### config.mk
export PLATFORM = sky130hd
export DESIGN_NAME = rsq_responder
export DESIGN_NICKNAME = d
export VERILOG_FILES = /design/src/rtl/rsq_pkg.sv /design/src/rtl/rsq_cmd_mem.sv /design/src/rtl/rsq_responder.sv
export SDC_FILE = /design/constraint.sdc
export NUM_CORES = 2
export LEC_CHECK = 0
export BUFFER_PORTS_ARGS = -buffer_cell sky130_fd_sc_hd__buf_2
export CORE_MARGIN = 10
export CORE_UTILIZATION = 45
export CTS_CLUSTER_SIZE = 25
export DETAILED_ROUTE_END_ITERATION = 6
export GPL_ROUTABILITY_DRIVEN = 1
export HOLD_SLACK_MARGIN = 0.03
export PLACE_DENSITY = 0.69
export SETUP_SLACK_MARGIN = 0.15
export SYNTH_ARGS = -nofsm -noshare
export SYNTH_HDL_FRONTEND = slang
export SYNTH_SLANG_ARGS = --single-unit
### constraint.sdc
create_clock -name CLOCK -period 9.35 [get_ports CLOCK]
set_clock_uncertainty 0.1 [all_clocks]
set_input_delay 0.4675 -clock CLOCK [delete_from_list [all_inputs] [get_ports CLOCK]]
set_output_delay 0.4675 -clock CLOCK [all_outputs]
set_load 0.02 [all_outputs]
### src/rtl/rsq_pkg.sv
// Constants, types and layouts shared by the serial query responder
// What this block does
// RULE1 - Screen replies: STX first, CR LF last
// RULE2 - Display position reply: 10 to 13 characters
// RULE3 - Raw position: sign plus digits, zeros kept
// RULE4 - Error query answered only while error shown
// RULE5 - Error text field is 35 characters
// RULE6 - Software ID reply: 10-character field
// RULE7 - Status bar: eight fields, fixed order
// RULE8 - Status bar field codes, page 4 locked
// RULE9 - Indicators: ten fields, SET eighth, REF ninth
// RULE10 - Indicator code 0 off, 1 on, 2 flashing
// RULE11 - Valid function: send ACK, then execute
// RULE12 - Invalid function: NAK, execute nothing
// RULE13 - Toggle inverts reference evaluation enable
// RULE14 - Print sends measured value like STX request
// RULE15 - Reset acts like power cycle
// RULE16 - Lock: ACK, then ignore local keys
// RULE17 - Lock holds until release or power cycle
// RULE18 - Release: ACK, then enable local keys
// RULE19 - STX on receive returns active-mode values
// RULE20 - Latch within 1 ms, output within 50 ms
// RULE21 - Record plus configured blank lines appended
// RULE22 - Record: sign, 10 chars, leading zeros blank
// RULE23 - XOFF at 100 buffered characters, XON when drained
// RULE24 - Query codes select the six screen replies
// RULE25 - F and S codes select the five functions
package rsq_pkg;

  ////////////////////////////////////////////////////////////////////////////
  // Control and text characters
  localparam logic [7:0] CH_STX = 8'h02;
  localparam logic [7:0] CH_ACK = 8'h06;
  localparam logic [7:0] CH_NAK = 8'h15;
  localparam logic [7:0] CH_ESC = 8'h1B;
  localparam logic [7:0] CH_CR = 8'h0D;
  localparam logic [7:0] CH_LF = 8'h0A;
  localparam logic [7:0] CH_XON = 8'h11;
  localparam logic [7:0] CH_XOFF = 8'h13;
  localparam logic [7:0] CH_SPACE = 8'h20;
  localparam logic [7:0] CH_ZERO = 8'h30;
  localparam logic [7:0] CH_DOT = 8'h2E;
  localparam logic [7:0] CH_PLUS = 8'h2B;
  localparam logic [7:0] CH_MINUS = 8'h2D;
  localparam logic [7:0] CH_INCH = 8'h22;
  localparam logic [7:0] CH_FAULT = 8'h3F;
  localparam logic [7:0] CH_PAGE_LOCKED = 8'h34;
  localparam logic [7:0] CH_LETTER_A = 8'h41;
  localparam logic [7:0] CH_LETTER_F = 8'h46;
  localparam logic [7:0] CH_LETTER_S = 8'h53;

  ////////////////////////////////////////////////////////////////////////////
  // Four-digit command codes as ASCII
  localparam logic [31:0] CODE_DISP = 32'h30313030;
  localparam logic [31:0] CODE_RAW = 32'h30323030;
  localparam logic [31:0] CODE_ERR = 32'h30333031;
  localparam logic [31:0] CODE_SWID = 32'h30343030;
  localparam logic [31:0] CODE_BAR = 32'h30383030;
  localparam logic [31:0] CODE_IND = 32'h30393030;
  localparam logic [31:0] CODE_0000 = 32'h30303030;
  localparam logic [31:0] CODE_0001 = 32'h30303031;
  localparam logic [31:0] CODE_0002 = 32'h30303032;

  ////////////////////////////////////////////////////////////////////////////
  // Field sizes
  localparam int TEXT_CHARS = 35;
  localparam logic [5:0] BODY_SINGLE = 6'h01;
  localparam logic [5:0] BODY_RAW = 6'h0A;
  localparam logic [5:0] BODY_ERR = 6'h23;
  localparam logic [5:0] BODY_SWID = 6'h0A;
  localparam logic [5:0] BODY_BAR = 6'h08;
  localparam logic [5:0] BODY_IND = 6'h0A;
  localparam logic [5:0] BODY_MEAS = 6'h0F;
  localparam logic [6:0] EOL_CHARS = 7'h02;
  localparam logic [2:0] CMD_LAST = 3'h5;
  localparam logic [2:0] UNIT_INCH = 3'h1;
  localparam logic [2:0] UNIT_MAX = 3'h4;

  // Software identification, value arbitrary
  localparam logic [79:0] SW_ID_DEFAULT = 80'h30303030303030303030;

  ////////////////////////////////////////////////////////////////////////////
  // Receive command buffer
  localparam int BUF_AW = 7;
  localparam int BUF_DEPTH = 128;
  localparam logic [7:0] BUF_FULL = 8'h80;
  localparam logic [7:0] BUF_LIMIT = 8'h64;

  localparam logic REF_EVAL_RESET = 1'b1;

  ////////////////////////////////////////////////////////////////////////////
  // Timing
  localparam int CLOCK_PERIOD_NS = 50;
  localparam int LATCH_DELAY_NS = 1000000;
  localparam int OUTPUT_START_DELAY_NS = 50000000;
  localparam int REGENERATION_GAP_NS = 0;
  localparam int LATCH_DELAY_CYCLES = LATCH_DELAY_NS / CLOCK_PERIOD_NS;
  localparam int OUTPUT_START_CYCLES = OUTPUT_START_DELAY_NS / CLOCK_PERIOD_NS;

  ////////////////////////////////////////////////////////////////////////////
  // Types
  typedef enum logic [3:0] {
    K_NONE, K_ACK, K_NAK, K_XON, K_XOFF, K_DISP, K_RAW, K_ERR, K_SWID, K_BAR, K_IND, K_MEAS
  } rsq_kind_t;

  typedef enum logic [2:0] {
    ACT_NONE, ACT_TOGGLE, ACT_PRINT, ACT_RESET, ACT_LOCK, ACT_RELEASE
  } rsq_act_t;

  typedef enum logic [1:0] {P_FETCH, P_TAKE, P_EXEC} rsq_parse_t;

  typedef struct packed {
    logic [103:0] text;
    logic [5:0] len;
  } rsq_disp_t;

  typedef struct packed {
    logic negative;
    logic [71:0] digits;
  } rsq_raw_t;

  typedef struct packed {
    logic negative;
    logic [79:0] digits;
  } rsq_meas_t;

  typedef struct packed {
    logic mode;
    logic [2:0] axis;
    logic scaling;
    logic comp;
    logic stopwatch;
    logic [2:0] unit;
    logic [1:0] datum;
    logic [1:0] page;
  } rsq_bar_t;

  typedef struct packed {
    logic [1:0] set_code;
    logic [1:0] ref_code;
  } rsq_ind_t;

  typedef struct packed {
    logic stx;
    logic [5:0] body;
    logic crlf;
  } rsq_layout_t;

endpackage

### src/rtl/rsq_cmd_mem.sv
// Receive command buffer memory with registered read
`timescale 1ns/1ns
`default_nettype none
module rsq_cmd_mem
  import rsq_pkg::*;
(
  input wire logic clock,
  input wire logic wr_en,
  input wire logic [BUF_AW-1:0] wr_addr,
  input wire logic [7:0] wr_data,
  input wire logic [BUF_AW-1:0] rd_addr,
  output logic [7:0] rd_data
);

  logic [7:0] mem [BUF_DEPTH];

  always_ff @(posedge clock) begin
    if (wr_en) begin
      mem[wr_addr] <= wr_data;
    end
    rd_data <= mem[rd_addr];
  end

endmodule
`default_nettype wire

### src/rtl/rsq_responder.sv
// Serial query responder: command parser, reply formatter and transmitter
`timescale 1ns/1ns
`default_nettype none
module rsq_responder
  import rsq_pkg::*;
#(
  parameter logic [79:0] SOFTWARE_ID = SW_ID_DEFAULT
) (
  input wire logic CLOCK,
  input wire logic RESET,
  input wire logic [7:0] RX_DATA,
  input wire logic RX_VALID,
  output logic RX_READY,
  output logic [7:0] TX_DATA,
  output logic TX_VALID,
  input wire logic TX_READY,
  input wire rsq_disp_t DISPLAY,
  input wire rsq_raw_t RAW_POSITION,
  input wire logic ERROR_SHOWN,
  input wire logic [279:0] ERROR_TEXT,
  input wire rsq_bar_t STATUS_BAR,
  input wire rsq_ind_t INDICATORS,
  input wire rsq_meas_t MEASURED,
  input wire logic [6:0] BLANK_LINES,
  input wire logic LOCAL_KEY_VALID,
  output logic LOCAL_KEY_ACCEPT,
  output logic REF_EVAL_ENABLE,
  output logic KEYPAD_LOCKED,
  output logic UNIT_RESET,
  output logic LATCH_STROBE
);

  ////////////////////////////////////////////////////////////////////////////
  // Helpers

  function automatic logic [7:0] as_digit(input logic [2:0] v);
    as_digit = CH_ZERO + {5'h00, v};
  endfunction

  function automatic logic [7:0] sign_char(input logic negative);
    sign_char = negative ? CH_MINUS : CH_PLUS;
  endfunction

  // Leading zeros become spaces, except before a point or at the end
  function automatic logic [79:0] blank_leading(input logic [79:0] d);
    logic lead;
    logic [87:0] ext;
    logic [7:0] c;
    logic [7:0] nxt;
    blank_leading = d;
    lead = 1'b1;
    ext = {d, CH_DOT};
    for (int i = 0; i < 10; i++) begin
      c = ext[87-8*i -: 8];
      nxt = ext[79-8*i -: 8];
      if (lead && c == CH_ZERO && nxt != CH_DOT) begin
        blank_leading[79-8*i -: 8] = CH_SPACE;
      end else if (c != CH_SPACE) begin
        lead = 1'b0;
      end
    end
  endfunction

  function automatic rsq_layout_t layout_of(input rsq_kind_t k, input logic [5:0] disp_len);
    layout_of.stx = 1'b1;
    layout_of.crlf = 1'b1;
    layout_of.body = BODY_SINGLE;
    case (k)
      K_DISP: layout_of.body = disp_len;
      K_RAW: layout_of.body = BODY_RAW;
      K_ERR: layout_of.body = BODY_ERR;
      K_SWID: layout_of.body = BODY_SWID;
      K_BAR: layout_of.body = BODY_BAR;
      K_IND: layout_of.body = BODY_IND;
      K_MEAS: begin
        layout_of.stx = 1'b0;
        layout_of.body = BODY_MEAS;
      end
      default: begin
        layout_of.stx = 1'b0;
        layout_of.crlf = 1'b0;
      end
    endcase
  endfunction

  ////////////////////////////////////////////////////////////////////////////
  // State

  logic unit_reset;
  logic rst_all;
  logic [BUF_AW-1:0] wptr;
  logic [BUF_AW-1:0] rptr;
  logic [7:0] count;
  logic [7:0] buf_q;
  logic xoff_sent;
  rsq_parse_t pstate;
  logic in_cmd;
  logic [2:0] cmd_cnt;
  logic [7:0] cmd_letter;
  logic [31:0] cmd_code;
  logic cmd_term;
  logic exec_meas;
  rsq_kind_t kind;
  rsq_layout_t lay;
  logic [279:0] snap;
  logic [6:0] idx;
  logic [6:0] rlen;
  rsq_act_t pend_act;
  logic [7:0] tx_data;
  logic tx_valid;
  logic print_due;
  logic ref_en;
  logic locked;
  logic latch_strobe;

  assign rst_all = RESET || unit_reset;

  ////////////////////////////////////////////////////////////////////////////
  // Receive buffer and flow control

  wire push = RX_VALID && RX_READY;
  wire pop = pstate == P_TAKE;
  wire xoff_due = count >= BUF_LIMIT && !xoff_sent; // RULE23
  wire xon_due = xoff_sent && count == 8'h00; // RULE23
  wire flow_due = xoff_due || xon_due;

  assign RX_READY = count != BUF_FULL;

  rsq_cmd_mem u_mem (
    .clock(CLOCK),
    .wr_en(push),
    .wr_addr(wptr),
    .wr_data(RX_DATA),
    .rd_addr(rptr),
    .rd_data(buf_q)
  );

  always_ff @(posedge CLOCK) begin
    if (rst_all) begin
      wptr <= '0;
      rptr <= '0;
      count <= 8'h00;
    end else begin
      wptr <= wptr + BUF_AW'(push);
      rptr <= rptr + BUF_AW'(pop);
      count <= count + 8'(push) - 8'(pop);
    end
  end

  ////////////////////////////////////////////////////////////////////////////
  // Command parser

  wire idle = kind == K_NONE;
  wire flow_go = idle && flow_due;
  wire meas_go = idle && !flow_due && print_due;
  wire cmd_go = idle && !flow_due && !print_due && pstate == P_EXEC;

  always_ff @(posedge CLOCK) begin
    if (rst_all) begin
      pstate <= P_FETCH;
      in_cmd <= 1'b0;
      cmd_cnt <= 3'h0;
      cmd_letter <= 8'h00;
      cmd_code <= 32'h00000000;
      cmd_term <= 1'b0;
      exec_meas <= 1'b0;
    end else begin
      case (pstate)
        P_FETCH: begin
          if (count != 8'h00) begin
            pstate <= P_TAKE;
          end
        end
        P_TAKE: begin
          pstate <= P_FETCH;
          if (buf_q == CH_STX) begin
            exec_meas <= 1'b1; // RULE19
            in_cmd <= 1'b0;
            pstate <= P_EXEC;
          end else if (buf_q == CH_ESC) begin
            in_cmd <= 1'b1; // RULE24
            cmd_cnt <= 3'h0;
          end else if (in_cmd) begin
            cmd_cnt <= cmd_cnt + 3'h1;
            if (cmd_cnt == 3'h0) begin
              cmd_letter <= buf_q;
            end else if (cmd_cnt == CMD_LAST) begin
              cmd_term <= buf_q == CH_CR;
              exec_meas <= 1'b0;
              in_cmd <= 1'b0;
              pstate <= P_EXEC;
            end else begin
              cmd_code <= {cmd_code[23:0], buf_q};
            end
          end
        end
        P_EXEC: begin
          if (cmd_go) begin
            pstate <= P_FETCH;
          end
        end
        default: pstate <= P_FETCH;
      endcase
    end
  end

  ////////////////////////////////////////////////////////////////////////////
  // Command decode

  wire is_query = cmd_term && cmd_letter == CH_LETTER_A;
  wire is_func = cmd_term && cmd_letter == CH_LETTER_F;
  wire is_spec = cmd_term && cmd_letter == CH_LETTER_S;

  wire rsq_act_t dec_act =
    (is_func && cmd_code == CODE_0000) ? ACT_TOGGLE : // RULE25
    (is_func && cmd_code == CODE_0002) ? ACT_PRINT :
    (is_spec && cmd_code == CODE_0000) ? ACT_RESET :
    (is_spec && cmd_code == CODE_0001) ? ACT_LOCK :
    (is_spec && cmd_code == CODE_0002) ? ACT_RELEASE : ACT_NONE;

  wire rsq_kind_t dec_kind =
    exec_meas ? K_MEAS : // RULE19
    (is_query && cmd_code == CODE_DISP) ? K_DISP : // RULE24
    (is_query && cmd_code == CODE_RAW) ? K_RAW :
    (is_query && cmd_code == CODE_ERR && ERROR_SHOWN) ? K_ERR : // RULE4
    (is_query && cmd_code == CODE_SWID) ? K_SWID :
    (is_query && cmd_code == CODE_BAR) ? K_BAR :
    (is_query && cmd_code == CODE_IND) ? K_IND :
    (dec_act != ACT_NONE) ? K_ACK : K_NAK; // RULE12

  ////////////////////////////////////////////////////////////////////////////
  // Reply text selection

  wire [7:0] unit_char =
    (STATUS_BAR.unit == UNIT_INCH) ? CH_INCH :
    (STATUS_BAR.unit > UNIT_MAX) ? CH_FAULT : CH_SPACE;

  wire [7:0] page_char = locked ? CH_PAGE_LOCKED : as_digit({1'b0, STATUS_BAR.page}); // RULE8

  wire [63:0] bar_text = {
    as_digit({2'b00, STATUS_BAR.mode}), as_digit(STATUS_BAR.axis),
    as_digit({2'b00, STATUS_BAR.scaling}), as_digit({2'b00, STATUS_BAR.comp}),
    as_digit({2'b00, STATUS_BAR.stopwatch}), as_digit(STATUS_BAR.unit),
    as_digit({1'b0, STATUS_BAR.datum}), page_char}; // RULE7

  wire [79:0] ind_text = {
    {7{CH_ZERO}}, as_digit({1'b0, INDICATORS.set_code}), // RULE9
    as_digit({1'b0, INDICATORS.ref_code}), CH_ZERO}; // RULE10

  wire [119:0] meas_text = {
    sign_char(MEASURED.negative), blank_leading(MEASURED.digits), // RULE22
    CH_SPACE, unit_char, CH_SPACE, CH_SPACE};

  wire rsq_kind_t start_kind = flow_go ? (xoff_due ? K_XOFF : K_XON) : meas_go ? K_MEAS : dec_kind;
  wire start = flow_go || meas_go || cmd_go;

  wire [279:0] start_text =
    (start_kind == K_DISP) ? {DISPLAY.text, {22{CH_SPACE}}} : // RULE2
    (start_kind == K_RAW) ? {sign_char(RAW_POSITION.negative), RAW_POSITION.digits,
      {25{CH_SPACE}}} : // RULE3
    (start_kind == K_ERR) ? ERROR_TEXT : // RULE5
    (start_kind == K_SWID) ? {SOFTWARE_ID, {25{CH_SPACE}}} : // RULE6
    (start_kind == K_BAR) ? {bar_text, {27{CH_SPACE}}} :
    (start_kind == K_IND) ? {ind_text, {25{CH_SPACE}}} :
    (start_kind == K_MEAS) ? {meas_text, {20{CH_SPACE}}} :
    (start_kind == K_ACK) ? {CH_ACK, {34{CH_SPACE}}} : // RULE11
    (start_kind == K_XOFF) ? {CH_XOFF, {34{CH_SPACE}}} :
    (start_kind == K_XON) ? {CH_XON, {34{CH_SPACE}}} : {CH_NAK, {34{CH_SPACE}}};

  wire rsq_layout_t start_lay = layout_of(start_kind, DISPLAY.len);
  wire [6:0] extra_lf = (start_kind == K_MEAS) ? BLANK_LINES : 7'h00; // RULE21
  wire [6:0] start_len = 7'(start_lay.stx) + {1'b0, start_lay.body} +
    (start_lay.crlf ? EOL_CHARS + extra_lf : 7'h00);

  ////////////////////////////////////////////////////////////////////////////
  // Transmitter

  wire [6:0] stx_len = 7'(lay.stx);
  wire [6:0] q = idx - stx_len;
  wire [6:0] body_len = {1'b0, lay.body};
  wire [8:0] text_bit = 9'h117 - {q[5:0], 3'b000};
  wire [7:0] cur_byte =
    (idx < stx_len) ? CH_STX : // RULE1
    (q < body_len) ? snap[text_bit -: 8] :
    (q == body_len) ? CH_CR : CH_LF; // RULE1
  wire tx_free = !tx_valid || TX_READY;
  wire send = !idle && tx_free;
  wire last = idx == rlen - 7'h01;
  wire act_fire = send && last && kind == K_ACK; // RULE11

  assign TX_DATA = tx_data;
  assign TX_VALID = tx_valid;

  always_ff @(posedge CLOCK) begin
    if (rst_all) begin
      kind <= K_NONE;
      lay <= '0;
      snap <= '0;
      idx <= 7'h00;
      rlen <= 7'h00;
      pend_act <= ACT_NONE;
      tx_data <= 8'h00;
      tx_valid <= 1'b0;
      xoff_sent <= 1'b0;
    end else begin
      if (start) begin
        kind <= start_kind;
        lay <= start_lay;
        snap <= start_text;
        idx <= 7'h00;
        rlen <= start_len;
        pend_act <= cmd_go ? dec_act : ACT_NONE; // RULE12
      end else if (send) begin
        tx_data <= cur_byte;
        idx <= idx + 7'h01;
        if (last) begin
          kind <= K_NONE;
        end
      end
      if (send) begin
        tx_valid <= 1'b1;
      end else if (TX_READY) begin
        tx_valid <= 1'b0;
      end
      if (flow_go) begin
        xoff_sent <= xoff_due; // RULE23
      end
    end
  end

  ////////////////////////////////////////////////////////////////////////////
  // Function execution, as the acknowledge is offered; reset once it is taken

  always_ff @(posedge CLOCK) begin
    if (RESET) begin
      unit_reset <= 1'b0;
    end else begin
      unit_reset <= idle && pend_act == ACT_RESET && tx_valid && TX_READY; // RULE15
    end
  end

  always_ff @(posedge CLOCK) begin
    if (rst_all) begin
      ref_en <= REF_EVAL_RESET; // RULE15
      locked <= 1'b0; // RULE17
      print_due <= 1'b0;
      latch_strobe <= 1'b0;
    end else begin
      latch_strobe <= start && start_kind == K_MEAS; // RULE20
      if (act_fire && pend_act == ACT_TOGGLE) begin
        ref_en <= !ref_en; // RULE13
      end
      if (act_fire && pend_act == ACT_LOCK) begin
        locked <= 1'b1; // RULE16
      end else if (act_fire && pend_act == ACT_RELEASE) begin
        locked <= 1'b0; // RULE18
      end
      if (act_fire && pend_act == ACT_PRINT) begin
        print_due <= 1'b1; // RULE14
      end else if (meas_go) begin
        print_due <= 1'b0;
      end
    end
  end

  assign LOCAL_KEY_ACCEPT = LOCAL_KEY_VALID && !locked; // RULE16
  assign REF_EVAL_ENABLE = ref_en;
  assign KEYPAD_LOCKED = locked;
  assign UNIT_RESET = unit_reset;
  assign LATCH_STROBE = latch_strobe;

endmodule
`default_nettype wire

# --- Word level (Yosys, flattened, before mapping) ---
# Memory sizes are Yosys's and may differ from the RTL's. A register that Yosys moved wholly into a read port is not among the register bits.
# Index checks and enable logic that the tools add are counted.
word_totals:
  elab_cells: 312
  mem_count: 1
  latchBits: 0
  in_bits: 583
  mem_bits_ro: 0
  ram_bits: 1024
  output_inout_bits: 15
  reg_bits: 393
memory_table:
  columns: ["memory", "depth", "width", "read_ports", "rd_ports_with_merged_regs", "write_ports", "line", "text"]
  rows:
  - ["u_mem.mem", 128, 8, 1, 1, 1, "rsq_cmd_mem.sv:15", "logic [7:0] mem [BUF_DEPTH];"]
op_classes:
  shift: 1
  mux: 96
  reduce_logical: 90
  bitwise_logic: 5
  mul: 0
  order_cmp: 4
  n_eq_ne: 68
  div: 0
  addsub: 22
ops:
  columns: ["cell", "count"]
  rows:
  - ["$mux W280", 3]
  - ["$mux W279", 2]
  - ["$mux W278", 2]
  - ["$mux W275", 2]
  - ["$eq A32 B30 Y1 const B", 9]
  - ["$shiftx A287 B10 Y8", 1]
  - ["$mux W277", 1]
  - ["$ne A8 B6 Y1 const B", 17]
  - ["$mux W8", 11]
  - ["$eq A8 B6 Y1 const B", 9]
  - ["$logic_and A1 B1 Y1", 52]
  - ["$mux W4", 12]
  - ["$mux W1", 36]
  - ["$mux W3", 12]
  - ["$pmux W6 S5", 1]
  - ["$add A6 B1 Y7 const A", 4]
  - ["$add A6 B2 Y7 const A", 4]
  - ["$eq A8 B7 Y1 const B", 3]
  - ["$mux W7", 3]
  - ["$eq A4 B3 Y1 const B", 4]
  - ["$eq A4 B4 Y1 const B", 4]
  - ["$mux W2", 8]
  - ["$reduce_bool A2 Y1", 8]
  - ["$add A6 B3 Y7 const A", 2]
  - ["48 further kinds", 76]

# --- Longest topological paths before layout ---
depth:
  depth_word: 34
  mapped_depth: 21
  ltp_nobuf: 20

# --- Cells and area by module ---
# A second synthesis with hierarchy kept.
unflattened:
  cells_unflattened: 3852
  area_unflattened_um2: 60007.6
by_module_without_submodules:
  columns: ["mod", "n_inst", "area_each_um2", "cells_each", "seq_area_each_um2"]
  rows:
  - ["rsq_cmd_mem", 1, 39665.5, 1635, 30909.6]
  - ["rsq_responder", 1, 20342.0, 2217, 7867.5]

# --- Worst setup path after synthesis ---
# OpenSTA, ideal clock, no wires.
synth_path:
  kind: "flip-flop to flip-flop"
  start: "reg cmd_letter[7]"
  end: "reg rlen[6]"
  t_required_ns: 9.119
  path_buffers: 1
  synth_period_minus_slack_ns: 4.334
  path_stages_with_launch: 19
  slack_ns: 5.016
  setup_ns: 0.131
  t_arrival_ns: 4.102
  cell_sequence: "dfxtp_1 or4b_1 or4_1 or4_4 a21oi_1 nand2_1 clkbuf_1 o21ai_0 nand2_1 fa_1 inv_1 fa_1 nor2b_1 o21ai_0 nand2b_1 a21o_1 a21oi_1 xnor2_1 o21ai_0"
synth_rtl:
  columns: ["element", "line", "text"]
  rows:
  - ["from (decl)", "rsq_responder.sv:99", "logic [7:0] cmd_letter;"]
  - ["from (signal assigned)", "rsq_responder.sv:186", "cmd_letter <= buf_q;"]
  - ["to (signal assigned)", "rsq_responder.sv:311", "rlen <= start_len;"]
  - ["to (decl)", "rsq_responder.sv:107", "logic [6:0] rlen;"]

# --- Final worst setup path ---
layout_path:
  start: "reg count[4]"
  end: "reg snap[234]"
layout_via:
  elab_chain_cells: 18
  elab_cells_between_ends: 34
  classes_between: "1 x order compare; 9 x eq/ne; 12 x mux; 12 x reduce/logical"
layout_lines:
  columns: ["element", "line", "text"]
  rows:
  - ["from (decl)", "rsq_responder.sv:93", "logic [7:0] count;"]
  - ["from (signal assigned)", "rsq_responder.sv:146", "count <= count + 8'(push) - 8'(pop);"]
  - ["$ge A8 B7 Y1 / $logic_not A8 Y1 (equally long branches)", "rsq_responder.sv:123, rsq_responder.sv:124", null]
  - ["$logic_and A1 B1 Y1, on equally long branches", "rsq_responder.sv:123, rsq_responder.sv:124", null]
  - ["$logic_or A1 B1 Y1", "rsq_responder.sv:125", "wire flow_due = xoff_due || xon_due;"]
  - ["$logic_not A1 Y1", "rsq_responder.sv:155, rsq_responder.sv:156", null]
  - ["$logic_and A1 B1 Y1", "rsq_responder.sv:155, rsq_responder.sv:156", null]
  - ["$logic_and A1 B1 Y1", "rsq_responder.sv:155", "wire meas_go = idle && !flow_due && print_due;"]
  - ["$mux W4 (2 in series)", "rsq_responder.sv:254", "wire rsq_kind_t start_kind = flow_go ? (xoff_due ? K_XOFF : K_XON) : meas_go ? K_MEAS : dec_kind;"]
  - ["$eq A4 B3 Y1", "rsq_responder.sv:267", "(start_kind == K_XOFF) ? {CH_XOFF, {34{CH_SPACE}}} :"]
  - ["$mux W275", "rsq_responder.sv:267", null]
  - ["$mux W277", "rsq_responder.sv:266", "(start_kind == K_ACK) ? {CH_ACK, {34{CH_SPACE}}} :"]
  - ["$mux W278", "rsq_responder.sv:265", "(start_kind == K_MEAS) ? {meas_text, {20{CH_SPACE}}} :"]
  - ["$mux W278", "rsq_responder.sv:264", "(start_kind == K_IND) ? {ind_text, {25{CH_SPACE}}} :"]
  - ["$mux W279", "rsq_responder.sv:263", "(start_kind == K_BAR) ? {bar_text, {27{CH_SPACE}}} :"]
  - ["$mux W279", "rsq_responder.sv:262", "(start_kind == K_SWID) ? {SOFTWARE_ID, {25{CH_SPACE}}} :"]
  - ["$mux W280", "rsq_responder.sv:261", "(start_kind == K_ERR) ? ERROR_TEXT :"]
  - ["$mux W280", "rsq_responder.sv:259", "(start_kind == K_RAW) ? {sign_char(RAW_POSITION.negative), RAW_POSITION.digits,"]
  - ["$mux W280", "rsq_responder.sv:258", "(start_kind == K_DISP) ? {DISPLAY.text, {22{CH_SPACE}}} :"]
  - ["to (signal assigned)", "rsq_responder.sv:309", "snap <= start_text;"]
  - ["to (decl)", "rsq_responder.sv:105", "logic [279:0] snap;"]
# Parallel ways exist; a longest one is shown, timed or not.
# A chain may end at the register's enable or synchronous reset.

==> impl_metrics.csv <==
group,metric,value,unit
setup_path,cp.required,9920,ps
power,peakVddDrop,0.000274,V
yosys,yosysSeqAreaShare,65.4,%
drt,routedWlPerCell,32.3,µm
clock_tree,clk_path_buf_depth,3,
drt,vias,41812,
run,drv_cap,0,
setup_path,worstPathCellList,"inv_1 -> ha_1 -> nor4bb_1 -> nand3_1 -> a31oi_2 -> a21oi_1 -> o21a_2 -> buf_4 -> a221oi_1 -> dlygate4sd3_1 -> nand2_1 -> dlygate4sd3_1 -> a22o_1 -> dlygate4sd3_1",
global_route,grt_antenna_before_repair,73,
setup_path,cp_slowest_cell,"a31oi_2",
sta,layout_min_cycle_time,5930,ps
setup_path,crit_top_cell,"dlygate4sd3_1",
setup_path,endpoint_kind,"flip-flop",
setup_path,path_class,"flip-flop to flip-flop",
drt,drcViolationCount,0,
drt,drtAntennaViolNets,0,
drt,vias_per_cell,6.31,
sta,finalHoldViolCount,0,
yosys,synth_edf_count,1024,
power,leakage,25.0,nW
sta,worstMarginPinSlew,1300,ps
status,status,"finished, final reports clean",
layout,regArea,38800,µm²
floorplanning,die_y,383,µm
global_route,grt_max_degree,141,
drt,drt_iter0_markers,5851,
floorplanning,num_io_pins,598,
clock_tree,clkSinkCount,1425,
clock_tree,clk_latency,800,ps
yosys,synthDistinctLibCells,74,
power,power_density,251,nW/µm²
layout,drive_gt1_share,27.6,%
clock_tree,cts_setup_buffers,0,
yosys,synthArstFlopShare,0,%
layout,nets,5337,
setup_path,critPathArrivalTime,6500,ps
sta,finalMaxSlewViolations,0,
global_route,first_global_vias,40428,
min_path,hold_path_class,"primary input to flip-flop",
yosys,ys_ff_latch,1425,
layout,multiInputGateArea,19500,µm²
clock_tree,cts_resized,0,
global_route,gr-total-overflow,0,
drt,drt-pass1-iter-count,6,
sta,max-slew-margin-rel,13.2,%
layout,layout_common_cells,"1024 x edfxtp_1, 589 x buf_2, 400 x mux4_2",
floorplanning,die-area,147000,µm²
sta,fmax,169,MHz
layout,area_growth,22.8,%
global_route,grt_pass1_wl,300000,µm
clock_tree,cts_tree,"yes",
yosys,synth_flop_cell,"edfxtp_1",
setup_path,worstPathMaxFanout,67,
sta,rsz0062_at_grt,"no",
drt,totalWireLength,214000,µm
floorplanning,start_util,45.2,%
clock_tree,root_buffer,"clkbuf_16",
sta,post-route-period-util,63.4,%
place,gp_congestion,1.01,
floorplanning,die_width,383,µm
yosys,synthCells,3789,
sta,finalSetupViolations,0,
layout,fill_cells,10358,
yosys,synth_fp_nets,4415,
floorplanning,coreArea,131000,µm²
layout,layout_commonest_cell,"edfxtp_1",
floorplanning,num_rows,133,
global_route,track_usage,28.3,%
setup_path,max_stage_delay,910,ps
setup_path,critical_path_buf_inv_count,5,
clock_tree,h-tree-depth,4,
yosys,syn_area,59300,µm²
place,dp_slack,3830,ps
sta,finalSetupTns,0,ps
place,post-dp-hpwl,147000,µm
sta,fin_ws,3420,ps
yosys,ys_warn_count,0,
setup_path,worstSetupStartpointType,"flip-flop",
clock_tree,clkTransAtPathRegs,60,ps
yosys,syn_avg_cell_area,15.7,µm²
setup_path,r2r_setup_slack,3420,ps
clock_tree,ctsHoldBuffers,395,
setup_path,cp_top_family,"buffers and inverters",
clock_tree,cts_buffers,147,
place,port_buffers,597,
Yosys cell counts (all sizes together) (20+ instances only):
cell type / count / area [µm²]
edfxtp: 1024 / 30700
dfxtp: 401 / 8030
mux4: 400 / 9010
nor2: 305 / 1150
nand2: 273 / 1020
clkbuf: 191 / 717
a22o: 165 / 1450
a21oi: 126 / 631
o21ai: 116 / 581
buf: 75 / 349
a221oi: 73 / 652
o31ai: 47 / 353
inv: 43 / 161
nand3: 42 / 210
ha: 40 / 500
nor3: 34 / 175
xnor2: 29 / 254
mux2i: 26 / 260
xor2: 26 / 228
o221a: 22 / 248
nor2b: 20 / 125
final cells by class:
cell class,instances,share of cell area [%]
tap,1755,3.02
clock inverter,76,1.07
antenna,47,0.162
timing repair buffer,1039,10.1
inverter,43,0.222
sequential,1425,53.3
clock buffer,185,5.43
multi-input combinational,2055,26.7
kinds of logic after synthesis:
group | share of synthesized area (%)
mux | 15.8
xor+xnor | 0.812
compound gates | 8.65
buf+inv | 2.07
fa+ha+maj | 0.945
flops | 65.4
simple gates | 6.33
final timing paths:
check / end / depth (start not counted) / startpoint
max reg2reg: snap[234] / 14 / count[4]
max: snap[234] / 14 / count[4]
min reg2reg: pstate[0] / 1 / pstate[1]
min: snap[265] / 4 / ERROR_TEXT[265]
per-layer routing:
| layer | global-route usage, % | part of all wire (%) | vias to the layer above |
|---|---|---|---|
| li1 | - | - | 17024 |
| met1 | 37.7 | 37 | 20882 |
| met2 | 40.0 | 43 | 3199 |
| met3 | 9.32 | 13 | 675 |
| met4 | 16.8 | 6.9 | 32 |
| met5 | 0 | 0.094 | - |
flip-flops by register name, indices dropped and copies added, names as in the netlist, 2 cells and up:
signal / count
wptr: 7
pstate: 2
kind: 4
rlen: 7
idx: 7
cmd_letter: 8
u_mem.rd_data: 8
rptr: 7
pend_act: 3
u_mem.mem: 1024
cmd_code: 32
count: 8
snap: 280
body_len: 6
cmd_cnt: 3
TX_DATA: 8
per-stage QoR:
| stage | cells | power (mW) | cell area, µm² | hold WS, ps | util, % |
|---|---|---|---|---|---|
| 2_1_floorplan | 3789 | 10.5 | 59300 | 314 | - |
| 3_3_place_gp | 5922 | 12.1 | 64000 | 329 | 48.8 |
| 3_5_place_dp | 5922 | 12.2 | 64000 | 337 | 48.8 |
| 4_1_cts | 6578 | 18.2 | 72700 | 33.0 | 55.4 |
| 5_1_grt | 6605 | 18.9 | 72800 | 63.3 | 55.5 |
| 6_report | 6625 | 18.3 | 72800 | 76.5 | 55.5 |
worst reg2reg max path: cells and delay by family, from the launching register on:
family	cells	cell delay (ps)
buffers and inverters	5	2220
DFF	1	320
adders and majority gates	1	160
and+or+nand+nor	3	900
AOI/OAI and AO/OA	5	2090
where the power goes:
part | internal (mW) | total (mW) | switching, mW
clock network | 3.27 | 5.79 | 2.52
registers | 7.02 | 7.26 | 0.246
logic | 2.23 | 5.24 | 3.01
(Power assumes the default switching activity.)
